--- src/verilog/incdec_map.vh ---
// constants shared by the execution block and its helper modules
`ifndef INCDEC_MAP_VH
`define INCDEC_MAP_VH

// **********************************************************************
// operation select codes
// **********************************************************************
`define OP_WIDTH 3
`define OP_NOP 3'h0
`define OP_DEC_SKIP 3'h1
`define OP_INC_SKIP 3'h2
`define OP_JUMP 3'h3
`define OP_OR_LIT 3'h4
`define OP_INC 3'h5

// **********************************************************************
// operand layout
// **********************************************************************
`define DATA_WIDTH 8
`define FILE_ADDR_WIDTH 7
`define JUMP_LIT_WIDTH 11
`define OR_LIT_MSB 7
`define PC_WIDTH 13
`define PC_LOW_MSB 10
`define PAGE_SEL_MSB 4
`define PAGE_SEL_LSB 3
`define DEST_ACC 1'b0
`define DEST_FILE 1'b1

// **********************************************************************
// reset values and step constants
// **********************************************************************
`define PC_RESET 13'h0000
`define PC_STEP 13'h0001
`define ACC_RESET 8'h00
`define DATA_ZERO 8'h00
`define DATA_ONE 8'h01
`define FILE_ADDR_RESET 7'h00
`define ZERO_FLAG_RESET 1'b0
`define CYCLES_ONE 2'h1
`define CYCLES_TWO 2'h2
`define CYCLES_RESET 2'h0

`endif

--- src/verilog/step_unit.v ---
// add or subtract one on a file register operand and flag a zero result
`timescale 1ns/10ps
`include "incdec_map.vh"

module step_unit (
   operand,
   decrement,
   result,
   is_zero
);
   input wire [`DATA_WIDTH-1:0] operand;
   input wire decrement;
   output wire [`DATA_WIDTH-1:0] result;
   output wire is_zero;

   // wraps modulo 256, so 00 - 1 gives ff and ff + 1 gives 00
   assign result = decrement ? (operand - `DATA_ONE) : (operand + `DATA_ONE);
   assign is_zero = (result == `DATA_ZERO);
endmodule // step_unit

--- src/verilog/jump_target.v ---
// build the full jump address from the literal and the page latch
`timescale 1ns/10ps
`include "incdec_map.vh"

module jump_target (
   literal,
   program_page_latch,
   target
);
   input wire [`JUMP_LIT_WIDTH-1:0] literal;
   input wire [`DATA_WIDTH-1:0] program_page_latch;
   output wire [`PC_WIDTH-1:0] target;

   assign target = {program_page_latch[`PAGE_SEL_MSB:`PAGE_SEL_LSB],
                    literal[`PC_LOW_MSB:0]};
endmodule // jump_target

--- src/verilog/incdec_skip_branch_or_exec.v ---
// execution logic for the step, skip, jump and or-literal instructions
//
// Overview of operation
// - decrement-skip subtracts one from file register, result to accumulator or file.
// - decrement-skip zero result discards next instruction as a nop; zero flag kept.
// - increment-skip adds one, writes by destination bit, leaves status flags alone.
// - increment-skip zero result replaces next instruction with nop, two cycles.
// - jump loads its eleven-bit literal into program counter bits 10..0.
// - jump takes program counter bits 12..11 from page latch bits 4..3.
// - jump takes two instruction cycles.
// - or-literal ors accumulator with eight-bit literal into accumulator, updates zero.
// - plain increment adds one, writes by destination bit, updates zero flag.
// - step instructions carry a seven-bit file address and a destination bit.
// - zero flag sets on an all-zero result of an affecting instruction, else clears.
`timescale 1ns/10ps
`include "incdec_map.vh"

module incdec_skip_branch_or_exec (
   clk,
   resetn,
   instr_valid,
   instr_ready,
   instr_op,
   file_addr,
   dest_sel,
   literal,
   file_operand,
   program_page_latch,
   file_wr_en,
   file_wr_addr,
   file_wr_data,
   accumulator,
   zero_flag,
   program_counter,
   discard_slot,
   retire,
   retire_cycles
);
   input wire clk;
   input wire resetn;
   input wire instr_valid;
   output wire instr_ready;
   input wire [`OP_WIDTH-1:0] instr_op;
   input wire [`FILE_ADDR_WIDTH-1:0] file_addr;
   input wire dest_sel;
   input wire [`JUMP_LIT_WIDTH-1:0] literal;
   input wire [`DATA_WIDTH-1:0] file_operand;
   input wire [`DATA_WIDTH-1:0] program_page_latch;
   output reg file_wr_en;
   output reg [`FILE_ADDR_WIDTH-1:0] file_wr_addr;
   output reg [`DATA_WIDTH-1:0] file_wr_data;
   output reg [`DATA_WIDTH-1:0] accumulator;
   output reg zero_flag;
   output reg [`PC_WIDTH-1:0] program_counter;
   output wire discard_slot;
   output reg retire;
   output reg [1:0] retire_cycles;

   // **********************************************************************
   // sequencer states
   // **********************************************************************
   localparam st_exec = 1'b0;
   localparam st_discard = 1'b1;

   reg state;
   reg next_state;
   reg [1:0] pending_cycles;
   reg [1:0] next_pending_cycles;

   // **********************************************************************
   // operand arithmetic
   // **********************************************************************
   wire [`DATA_WIDTH-1:0] dec_result;
   wire dec_zero;
   wire [`DATA_WIDTH-1:0] inc_result;
   wire inc_zero;
   wire [`PC_WIDTH-1:0] jump_addr;
   wire [`DATA_WIDTH-1:0] or_result;
   wire or_zero;

   step_unit u_dec (
      .operand(file_operand),
      .decrement(1'b1),
      .result(dec_result),
      .is_zero(dec_zero)
   );

   step_unit u_inc (
      .operand(file_operand),
      .decrement(1'b0),
      .result(inc_result),
      .is_zero(inc_zero)
   );

   jump_target u_jump (
      .literal(literal),
      .program_page_latch(program_page_latch),
      .target(jump_addr)
   );

   // only the low eight literal bits take part in the or
   assign or_result = accumulator | literal[`OR_LIT_MSB:0];
   assign or_zero = (or_result == `DATA_ZERO);

   // **********************************************************************
   // handshake
   // **********************************************************************
   // the word offered in the discard cycle is consumed and dropped, so the
   // fetch side must not hold it back for re-issue
   assign instr_ready = 1'b1;
   assign discard_slot = (state == st_discard);

   wire take = instr_valid && (state == st_exec);

   // **********************************************************************
   // operation decode
   // **********************************************************************
   reg is_dec_skip;
   reg is_inc_skip;
   reg is_jump;
   reg is_or_lit;
   reg is_inc;

   always @* begin
      is_dec_skip = 1'b0;
      is_inc_skip = 1'b0;
      is_jump = 1'b0;
      is_or_lit = 1'b0;
      is_inc = 1'b0;
      case (instr_op)
         `OP_DEC_SKIP: begin
            is_dec_skip = 1'b1;
         end
         `OP_INC_SKIP: begin
            is_inc_skip = 1'b1;
         end
         `OP_JUMP: begin
            is_jump = 1'b1;
         end
         `OP_OR_LIT: begin
            is_or_lit = 1'b1;
         end
         `OP_INC: begin
            is_inc = 1'b1;
         end
         default: begin
            // plain nop and the unused codes only advance the counter
         end
      endcase
   end

   // strobes are gated by take, so a word offered in the discard cycle can
   // never reach a register
   wire do_dec_skip = take && is_dec_skip;
   wire do_inc_skip = take && is_inc_skip;
   wire do_jump = take && is_jump;
   wire do_or_lit = take && is_or_lit;
   wire do_inc = take && is_inc;

   // a step result goes either to the file port or to the accumulator
   wire step_write = do_dec_skip || do_inc_skip || do_inc;
   wire [`DATA_WIDTH-1:0] step_value = do_dec_skip ? dec_result : inc_result;
   wire to_file = step_write && (dest_sel == `DEST_FILE);
   wire to_acc = step_write && (dest_sel == `DEST_ACC);

   // any nonzero result, not only one, lets the next word execute
   wire skip_next = (do_dec_skip && dec_zero) || (do_inc_skip && inc_zero);
   // the word prefetched behind a jump is flushed the same way
   wire two_cycle = skip_next || do_jump;

   // **********************************************************************
   // sequencer next values
   // **********************************************************************
   reg [`PC_WIDTH-1:0] next_program_counter;
   reg next_retire;
   reg [1:0] next_retire_cycles;

   always @* begin
      next_state = state;
      next_pending_cycles = pending_cycles;
      case (state)
         st_exec: begin
            if (two_cycle) begin
               next_state = st_discard;
               next_pending_cycles = `CYCLES_TWO;
            end
         end
         st_discard: begin
            // exactly one cycle, whatever is offered meanwhile
            next_state = st_exec;
            next_pending_cycles = `CYCLES_RESET;
         end
         default: begin
            next_state = st_exec;
            next_pending_cycles = `CYCLES_RESET;
         end
      endcase
   end

   // the discard cycle still costs a program counter step
   always @* begin
      next_program_counter = program_counter;
      if (do_jump) begin
         next_program_counter = jump_addr;
      end else if (take || discard_slot) begin
         next_program_counter = program_counter + `PC_STEP;
      end
   end

   // a two-cycle instruction retires only after its discard cycle
   always @* begin
      next_retire = 1'b0;
      next_retire_cycles = retire_cycles;
      if (discard_slot) begin
         next_retire = 1'b1;
         next_retire_cycles = pending_cycles;
      end else if (take) begin
         next_retire = !two_cycle;
         next_retire_cycles = `CYCLES_ONE;
      end
   end

   // **********************************************************************
   // datapath next values
   // **********************************************************************
   reg next_file_wr_en;
   reg [`DATA_WIDTH-1:0] next_file_wr_data;
   reg [`DATA_WIDTH-1:0] next_accumulator;
   reg next_zero_flag;

   always @* begin
      next_file_wr_en = 1'b0;
      next_file_wr_data = file_wr_data;
      next_accumulator = accumulator;
      next_zero_flag = zero_flag;
      if (to_file) begin
         next_file_wr_en = 1'b1;
         next_file_wr_data = step_value;
      end
      if (to_acc) begin
         next_accumulator = step_value;
      end
      if (do_or_lit) begin
         next_accumulator = or_result;
         next_zero_flag = or_zero;
      end
      // the skip instructions deliberately leave the zero flag as it was
      if (do_inc) begin
         next_zero_flag = inc_zero;
      end
   end

   // **********************************************************************
   // sequencer registers
   // **********************************************************************
   always @(posedge clk or negedge resetn) begin
      if (!resetn) begin
         state <= st_exec;
         pending_cycles <= `CYCLES_RESET;
         program_counter <= `PC_RESET;
         retire <= 1'b0;
         retire_cycles <= `CYCLES_RESET;
      end else begin
         state <= next_state;
         pending_cycles <= next_pending_cycles;
         program_counter <= next_program_counter;
         retire <= next_retire;
         retire_cycles <= next_retire_cycles;
      end
   end

   // **********************************************************************
   // working register and zero flag
   // **********************************************************************
   always @(posedge clk or negedge resetn) begin
      if (!resetn) begin
         accumulator <= `ACC_RESET;
         zero_flag <= `ZERO_FLAG_RESET;
      end else begin
         accumulator <= next_accumulator;
         zero_flag <= next_zero_flag;
      end
   end

   // **********************************************************************
   // file register write port
   // **********************************************************************
   // the address loads only with a write, so an idle port keeps naming the
   // register written last
   always @(posedge clk or negedge resetn) begin
      if (!resetn) begin
         file_wr_en <= 1'b0;
         file_wr_addr <= `FILE_ADDR_RESET;
         file_wr_data <= `DATA_ZERO;
      end else begin
         file_wr_en <= next_file_wr_en;
         if (next_file_wr_en) begin
            file_wr_addr <= file_addr;
         end
         file_wr_data <= next_file_wr_data;
      end
   end
endmodule // incdec_skip_branch_or_exec

--- config.mk ---
export PLATFORM = sky130hd
export DESIGN_NAME = incdec_skip_branch_or_exec
export DESIGN_NICKNAME = d
export VERILOG_FILES = /design/src/verilog/step_unit.v /design/src/verilog/jump_target.v /design/src/verilog/incdec_skip_branch_or_exec.v
export VERILOG_INCLUDE_DIRS = /design/src /design/src/verilog
export SDC_FILE = /design/constraint.sdc
export NUM_CORES = 1
export LEC_CHECK = 0
export BUFFER_PORTS_ARGS = -buffer_cell sky130_fd_sc_hd__buf_2
export CORE_ASPECT_RATIO = 1.5
export CORE_MARGIN = 2
export CORE_UTILIZATION = 53
export CTS_CLUSTER_SIZE = 12
export DETAILED_ROUTE_END_ITERATION = 8
export PLACE_DENSITY = 0.93
export SLEW_MARGIN = 20
export SYNTH_ARGS = -nofsm -noshare
export SYNTH_HDL_FRONTEND = slang
export SYNTH_HIERARCHICAL = 1
export SYNTH_SLANG_ARGS = --single-unit
--- constraint.sdc ---
create_clock -name clk -period 2.15 [get_ports clk]
set_input_delay 0.43 -clock clk [delete_from_list [all_inputs] [get_ports clk]]
set_output_delay 0.43 -clock clk [all_outputs]
set_load 0.02 [all_outputs]
# [Yosys cells after proc, flatten, opt, wreduce, memory -nomap -nowiden]
# Index checks and enable logic that the tools add are counted.
[op_classes] reduce_logical=23 bitwise_logic=3 n_eq_ne=6 mux=21 addsub=3
[op_table] operator="$mux W13" n=2
[op_table] operator="$logic_not A8 Y1" n=3
[op_table] operator="$mux W8" n=3
[op_table] operator="$add A13 B1 Y13 const B" n=1
[op_table] operator="$mux W1" n=11
[op_table] operator="$logic_and A1 B1 Y1" n=10
[op_table] operator="$add A8 B1 Y8 const B" n=1
[op_table] operator="$or A8 B8 Y8" n=1
[op_table] operator="$reduce_bool A2 Y1" n=4
[op_table] operator="$sub A8 B1 Y8 const B" n=1
[op_table] operator="$eq A3 B2 Y1 const B" n=2
[op_table] operator="$eq A3 B3 Y1 const B" n=2
[op_table] operator="$mux W2" n=3
[op_table] operator="$logic_or A1 B1 Y1" n=5
[op_table] operator="$pmux W2 S2" n=1
[op_table] operator="$eq A3 B1 Y1 const B" n=1
[op_table] operator="$ne A2 B2 Y1 const B" n=1
[op_table] operator="$not A1 Y1" n=2
[op_table] operator="$pmux W1 S2" n=1
[op_table] operator="$logic_not A1 Y1" n=1
[totals] input_bits=41 regBits=44

# [Depth between registers and ports, before layout]
# Gate-level depths: netlist (run 1).
[logic_depth] ltp_word=9 ltp_mapped=10 depth_no_buf=10

# [Cells and area by module]
# Netlist (run 1), hierarchy kept.
[by_module_without_submodules] mod="incdec_skip_branch_or_exec" instances=1 cells_per_inst=211 seq_area_each_um2=1076.0 area_each_um2=2163.3
[by_module_without_submodules] mod="step_unit" instances=2 cells_per_inst=42 seq_area_each_um2=0.0 area_each_um2=342.8
[by_module_without_submodules] mod="jump_target" instances=1 cells_per_inst=13 seq_area_each_um2=0.0 area_each_um2=97.6

# [Worst setup path after synthesis (run 1)]
# No wires, ideal clock.
[synth_path] path_kind="input to register" startpoint="input port file_operand[0]" endpoint="register retire" cell_stages=10 path_slack_ps=-297 required_ps=2021 arrival_time_ps=2318 setup_time_ps=129 path_cell_list="inv_1 -> fa_1 -> nand2b_1 -> a21oi_1 -> xor2_1 -> or4b_1 -> nor3_2 -> nand2_1 -> a21boi_0 -> nor2_1"
[synth_between] elab_chain_cells=8
[synth_rtl] element="from (decl)" line="incdec_skip_branch_or_exec.v:47" source="input wire [`DATA_WIDTH-1:0] file_operand;"
[synth_rtl] element="$add A8 B1 Y8 (no line)"
[synth_rtl] element="named net inc_result[4]" line="incdec_skip_branch_or_exec.v:75" source="wire [`DATA_WIDTH-1:0] inc_result;"
[synth_rtl] element="$logic_not A8 Y1 (no line)"
[synth_rtl] element="named net inc_zero" line="incdec_skip_branch_or_exec.v:76" source="wire inc_zero;"
[synth_rtl] element="$logic_and A1 B1 Y1" line="incdec_skip_branch_or_exec.v:167" source="wire skip_next = (do_dec_skip && dec_zero) || (do_inc_skip && inc_zero);"
[synth_rtl] element="$logic_or A1 B1 Y1" line="incdec_skip_branch_or_exec.v:167"
[synth_rtl] element="$logic_or A1 B1 Y1" line="incdec_skip_branch_or_exec.v:169" source="wire two_cycle = skip_next || do_jump;"
[synth_rtl] element="$logic_not A1 Y1" line="incdec_skip_branch_or_exec.v:218" source="next_retire = !two_cycle;"
[synth_rtl] element="$mux W1" line="incdec_skip_branch_or_exec.v:217" source="end else if (take) begin"
[synth_rtl] element="$mux W1" line="incdec_skip_branch_or_exec.v:214" source="if (discard_slot) begin"
[synth_rtl] element="named net next_retire" line="incdec_skip_branch_or_exec.v:175" source="reg next_retire;"
[synth_rtl] element="to (signal assigned)" line="incdec_skip_branch_or_exec.v:267" source="retire <= next_retire;"
[synth_rtl] element="to (decl)" line="incdec_skip_branch_or_exec.v:56" source="output reg retire;"
# The timed path passes the listed nets, and every way through them passes these cells.
# A chain may end at the register's enable or synchronous reset.

# [Final worst setup path (run 1)]
[layout_path] startpoint="input port file_operand[1]" endpoint="register retire"
# Same word-level chain as after synthesis.

==> flow_metrics.env, run 1 <==
export IMPL_synth_most_common_cell="dfrtp_1"
export IMPL_crit_buf_inv=3
export IMPL_ctsHoldBuffers=0
export IMPL_r2r_end="program_counter[12]"
export IMPL_final_cell_area_mm2=0.00371
export IMPL_drt_wl_total_um=7530
export IMPL_io_pins=84
export IMPL_cts_tree="done"
export IMPL_via_per_inst=5.54
export IMPL_die_h_um=95.3
export IMPL_ant_nets=0
export IMPL_worst_pin_slew_ns=0.504
export IMPL_pwr_share_seq_pct=41.1
export IMPL_synth_top_family_by_area="simple AND/OR/NAND/NOR gates"
export IMPL_clk_root_buffer_cell="clkbuf_8"
export IMPL_synth_mux_area_share_pct=6.11
export IMPL_core_mm2=0.00541
export IMPL_combPwrFrac_pct=41.2
export IMPL_internal_power_mw=1.78
export IMPL_switching_share_pct=40.4
export IMPL_ys_top_cells_by_area="dfrtp_1 (37%), ha_1 (6.4%), nand2_1 (4.6%)"
export IMPL_p_switching_mw=1.20
export IMPL_synth_simple_area_share_pct=19.3
export IMPL_max_cap_violations=0
export IMPL_drc=0
export IMPL_start_util_pct=54.5
export IMPL_fp_dieW_um=64.9
export IMPL_yosysTopAreaCell="dfrtp_1"
export IMPL_synth_top_flop_cell="dfrtp_1"
export IMPL_overflow=0
export IMPL_avgSynthCellArea_um2=9.57
export IMPL_grt_max_degree=22
export IMPL_synth_compound_area_share_pct=16.6
export IMPL_fin_ws_ns=-0.0100
export IMPL_clock_latency_ns=0.30
export IMPL_r2r_start="program_counter[0]"
export IMPL_worstPathMaxFanout=4
export IMPL_power_leakage_nw=1.82
export IMPL_path_cells="buf_12 -> inv_8 -> fa_2 -> nand2b_4 -> buf_4 -> a21oi_1 -> nor3_1 -> a211o_1 -> nor3_2 -> nand2_1 -> a21boi_2 -> nor2_1"
export IMPL_antenna_cells=0
export IMPL_synth_adder_area_share_pct=7.73
export IMPL_initialDrtViolationCount=133
export IMPL_cts_inserted_buffers=5
export IMPL_fp_row_count=33
export IMPL_antenna_found_initial=0
export IMPL_synthCells=308
export IMPL_skew_ns=0.00727
export IMPL_fin_crit_sh_pct=100
export IMPL_synth_edf_count=0
export IMPL_first_pass_iters=4
export IMPL_violations="negative setup slack"
export IMPL_clkSinkCount=43
export IMPL_cp_depth=12
export IMPL_async_reset_ff_share_pct=100
export IMPL_grt_pass1_vias=2771
export IMPL_slew_viol_final=0
export IMPL_synth_cell_types=52
export IMPL_max_stage_delay_ns=0.39
export IMPL_worstSetupPathType="in -> reg"
export IMPL_clk_pin_slew_worst_paths_ns=0.08
export IMPL_status="finished with violations"
export IMPL_fin_crit_ns=2.16
export IMPL_track_usage_pct=25.3
export IMPL_fmax_mhz=463
export IMPL_critPathSlowestCell="fa_2"
export IMPL_yosys_warnings=6
export IMPL_reg2reg_slack_ns=0.25
export IMPL_routedWlPerCell_um=15.7
export IMPL_place_area_mm2=0.00357
export IMPL_dpl_hpwl_um=5920
export IMPL_hold_viol_final=0
export IMPL_max_slew_margin_pct=66.4
export IMPL_cts_path_max_buffers=2
export IMPL_p_per_area_mw_per_mm2=802
export IMPL_htreeDepth=2
export IMPL_irDropWorstVdd_v=0.000372
export IMPL_setup_total_negative_slack_ns=-0.0176
export IMPL_synth_xor_area_share_pct=5.65
export IMPL_setup_violations=2
export IMPL_hold_path_class="in -> async"
export IMPL_crit_path_end_kind="flop"
export IMPL_rsz0062_at_grt="true"
export IMPL_cp_required_ns=2.34
export IMPL_area_delta_synth_final_pct=26.0
export IMPL_synthTopCellsByCount="dfrtp_1 (43), nand2_1 (36), nor2_1 (21), o21ai_0 (19)"
export IMPL_critPathArrivalTime_ns=2.35
export IMPL_pwr_share_clk_pct=17.6
export IMPL_final_layout_size_suffix_gt1_share_pct=36.8
export IMPL_via_count=2658
export IMPL_nNetsFinal=468
export IMPL_gp_congestion=0.942
export IMPL_r2r_cells=5
export IMPL_port_buffer_count=76
export IMPL_die_area_mm2=0.00618
export IMPL_grt_first_pass_wirelength_um=12200
export IMPL_ys_seq_area_share_pct=36.5
export IMPL_synth_area_mm2=0.00295
export IMPL_cp_start_kind="input port"
export IMPL_cp_top_family="compound AO/OA/AOI/OAI gates"
export IMPL_synth_top_area_share_pct=36.5
export IMPL_ys_ff_latch=43
[repair_timing]
item	CTS	global route
setup endpoints to repair	4	4
buffers inserted	0	1
resized for setup	6	4
pin swaps	15	0
[stage by stage]
stage	hold slack, ns	util (%)	power [mW]	instances	setup WS, ns
2_1_floorplan	0.134	-	1.99	323	-0.0957
4_1_cts	0.0992	68.1	2.96	479	-0.00530
6_report	0.0916	68.7	2.98	480	-0.0100
3_5_place_dp	0.419	66.0	2.43	472	-0.463
3_3_place_gp	0.406	66.0	2.38	472	-0.386
5_1_grt	0.120	68.7	3.15	480	-0.127
[layout make-up]
class                           count  area, um2
Tap cell                           70       87.6
Timing Repair Buffer              102        593
Clock inverter                      1       5.00
Multi-Input combinational cell    244       1810
Inverter                           14       60.1
Sequential cell                    43       1080
Clock buffer                        6       82.6
Fill cell                         419       1700
[per-layer routing]
layer	global-route usage, %	vias up	wire length, um
met5	0	-	0
met4	12.8	0	300
li1	-	1271	-
met1	26.4	1260	2770
met3	2.95	27	299
met2	48.9	100	4150
[state kept, by name, summed over array words and instances, names as in the netlist]
signal           flops
accumulator          8
discard_slot         1
file_wr_addr         7
file_wr_data         8
file_wr_en           1
pending_cycles       1
program_counter     13
retire               1
retire_cycles        2
zero_flag            1
[power by group through the flow]
stage	Clock [mW]	Combinational (mW)	Sequential, mW
6_report	0.526	1.23	1.23
5_1_grt	0.563	1.34	1.25
4_1_cts	0.530	1.22	1.22
3_5_place_dp	0	1.20	1.23
3_3_place_gp	0	1.16	1.22
2_1_floorplan	0	0.541	1.44
[worst max-delay path by stage]
stage	start	endpoint	slack, ns
finish	file_operand[1]	retire	-0.01
global route	file_operand[1]	retire	-0.13
global placement	file_operand[1]	retire	-0.39
detailed placement	file_operand[1]	retire	-0.46
floorplan	file_operand[1]	retire	-0.1
CTS	file_operand[1]	retire	-0.005
[cell families after synthesis]
| family | Yosys count |
|---|---|
| simple gates | 106 |
| fa+ha+maj | 17 |
| mux | 17 |
| buf+inv | 36 |
| xor+xnor | 19 |
| other cells | 2 |
| compound gates | 68 |
| flops | 43 |
[worst reg2reg max path: stages, from the launching register on]
cell and delay, ns:
dfrtp_1 0.41, ha_1 0.20, nand3_1 0.20, or4_1 0.51, or4_1 0.42, nand4_1 0.10
[cells in the final DEF (no fill, tap or decap), types with 5 or more instances in the layout]
| master | n |
|---|---|
| buf_4 | 27 |
| a2bb2oi_1 | 8 |
| buf_2 | 74 |
| ha_1 | 11 |
| xnor2_1 | 8 |
| nor3_1 | 5 |
| xor2_1 | 10 |
| inv_1 | 12 |
| nor4_1 | 7 |
| o21ai_0 | 18 |
| conb_1 | 17 |
| nand2_1 | 36 |
| a21oi_1 | 13 |
| mux2_2 | 7 |
| mux2i_1 | 9 |
| clkbuf_8 | 6 |
| nor2_1 | 20 |
| dfrtp_1 | 43 |
Note: power is estimated with default switching activity, not from simulation.
==> run 2, diff against run 1 <==
==> constraint.sdc (replaced) <==
create_clock -name clk -period 2.15 [get_ports clk]
set_input_delay 0.43 -clock clk [delete_from_list [all_inputs] [get_ports clk]]
set_output_delay 0.43 -clock clk [all_outputs]
set_load 0.1 [all_outputs]
==> run 2 against run 1 <==
The flow still finishes with violations (negative setup slack); combinational power up 100%; via count up 2.8%; count of clock-buffer cells in the layout up 1; worst setup slack worse by 0.029 ns; design area down 0.57%; flip-flop and latch count unchanged; core utilization down 0.39 points; final cell count down 0.42%; global-route usage up 1.7 points; die area unchanged; critical path type unchanged.
==> flow_metrics.env, run 2 (synthesis results as in run 1) <==
export IMPL_crit_buf_inv=1
export IMPL_crit_path_end_kind="flop"
export IMPL_hold_path_class="in -> async"
export IMPL_fp_row_count=33
export IMPL_fin_crit_ns=2.19
export IMPL_worst_pin_slew_ns=0.654
export IMPL_cts_path_max_buffers=2
export IMPL_path_cells="buf_12 -> ha_4 -> a211oi_4 -> o31ai_2 -> xor2_1 -> or4b_4 -> nor3_4 -> nand2_1 -> a21boi_2 -> nor2_1"
export IMPL_slew_viol_final=0
export IMPL_clock_latency_ns=0.30
export IMPL_port_buffer_count=76
export IMPL_fin_crit_sh_pct=102
export IMPL_setup_violations=2
export IMPL_cp_required_ns=2.34
export IMPL_start_util_pct=54.5
export IMPL_drt_wl_total_um=7910
export IMPL_antenna_cells=0
export IMPL_reg_top3="program_counter: 13 flops, accumulator: 8 flops, file_wr_data: 8 flops"
export IMPL_largest_reg_flops=13
export IMPL_final_common_cell="buf_2"
export IMPL_r2r_end="program_counter[12]"
export IMPL_cts_tree="done"
export IMPL_track_usage_pct=27.0
export IMPL_worstSetupPathType="in -> reg"
export IMPL_antenna_found_initial=0
export IMPL_n_fill_cell=405
export IMPL_die_h_um=95.3
export IMPL_final_layout_size_suffix_gt1_share_pct=38.5
export IMPL_max_cap_violations=0
export IMPL_first_pass_iters=4
export IMPL_fmax_mhz=457
export IMPL_cp_start_kind="input port"
export IMPL_critPathSlowestCell="or4b_4"
export IMPL_max_stage_delay_ns=0.55
export IMPL_clk_root_buffer_cell="clkbuf_8"
export IMPL_worstPathMaxFanout=4
export IMPL_initialDrtViolationCount=197
export IMPL_htreeDepth=2
export IMPL_routedWlPerCell_um=16.6
export IMPL_p_per_area_mw_per_mm2=1150
export IMPL_r2r_cells=5
export IMPL_via_count=2733
export IMPL_ctsHoldBuffers=0
export IMPL_cts_inserted_buffers=5
export IMPL_clkSinkCount=43
export IMPL_grt_pass1_vias=2765
export IMPL_power_leakage_nw=1.79
export IMPL_fin_ws_ns=-0.0387
export IMPL_drc=0
export IMPL_gp_congestion=0.882
export IMPL_nNetsFinal=465
export IMPL_rsz0062_at_grt="true"
export IMPL_io_pins=84
export IMPL_irDropWorstVdd_v=0.000581
export IMPL_worst_hold_slack_ns=0.149
export IMPL_die_area_mm2=0.00618
export IMPL_post_cts_buffers=0
export IMPL_status="finished with violations"
export IMPL_hold_viol_final=0
export IMPL_ant_nets=0
export IMPL_dpl_worst_slack_ns=-0.510
export IMPL_area_delta_synth_final_pct=25.3
export IMPL_skew_ns=0.00522
export IMPL_r2r_start="program_counter[1]"
export IMPL_core_mm2=0.00541
export IMPL_via_per_inst=5.72
export IMPL_max_slew_margin_pct=56.4
export IMPL_violations="negative setup slack"
export IMPL_grt_max_degree=30
export IMPL_clk_pin_slew_worst_paths_ns=0.08
export IMPL_overflow=0
export IMPL_layout_common_cells="buf_2 (75), nand2_1 (36), dfrtp_1 (33), buf_4 (23), nor2_1 (20)"
export IMPL_fp_dieW_um=64.9
export IMPL_dpl_hpwl_um=6220
export IMPL_critPathArrivalTime_ns=2.38
export IMPL_regMostFlops="program_counter"
export IMPL_reg2reg_slack_ns=0.29
export IMPL_grt_first_pass_wirelength_um=12700
export IMPL_cp_top_family="simple AND/OR/NAND/NOR gates"
==> run 2: final cells by class <==
class                   count  area [um2]  area share [%]
clock buffers               7        76.3            2.07
clock inverters             1        5.00           0.136
inverters                  14        60.1            1.63
multi-input cells         244        1810            48.9
flip-flops and latches     43        1090            29.5
well taps                  70        87.6            2.37
repair buffers             99         568            15.4
==> run 2: layer usage <==
layer | routed length [um] | GRT usage, %
met2 | 4320 | 50.7
met1 | 2750 | 27.4
met3 | 443 | 3.31
met4 | 398 | 18.1
met5 | 0 | 0
==> run 2: timing repair <==
action | CTS | global route
setup endpoints to repair | 4 | 4
cloned | 0 | 0
gates resized for setup | 7 | 3
pin swaps | 7 | 0
==> run 2: worst max path at each step <==
stage,from,end,slack (ns),cells after the start
global route,file_operand[0],retire,-0.1,11
global placement,file_operand[1],retire,-0.40,10
detailed placement,file_operand[1],zero_flag,-0.51,11
floorplan,file_operand[1],retire,-0.1,10
CTS,file_operand[1],retire,-0.05,10
finish,file_operand[1],retire,-0.04,10
==> run 2: where the power goes <==
group / internal [mW] / switching [mW] / leakage, nW / total, mW
registers: 1.03 / 0.221 / 0.502 / 1.25
clock network: 0.228 / 0.282 / 0.0422 / 0.510
logic: 0.507 / 1.99 / 1.24 / 2.49
total: 1.76 / 2.49 / 1.79 / 4.25
==> run 2: metrics by stage <==
| step | power [mW] | std cells | utilization, % | cell area (um2) | TNS [ns] |
|---|---|---|---|---|---|
| 5_1_grt | 4.41 | 478 | 68.3 | 3690 | -0.230 |
| 6_report | 4.25 | 478 | 68.3 | 3690 | -0.0604 |
| 2_1_floorplan | 3.23 | 323 | - | 3100 | -0.239 |
| 4_1_cts | 4.23 | 478 | 67.9 | 3670 | -0.123 |
| 3_5_place_dp | 3.72 | 470 | 65.8 | 3560 | -2.35 |
| 3_3_place_gp | 3.65 | 470 | 65.8 | 3560 | -1.65 |
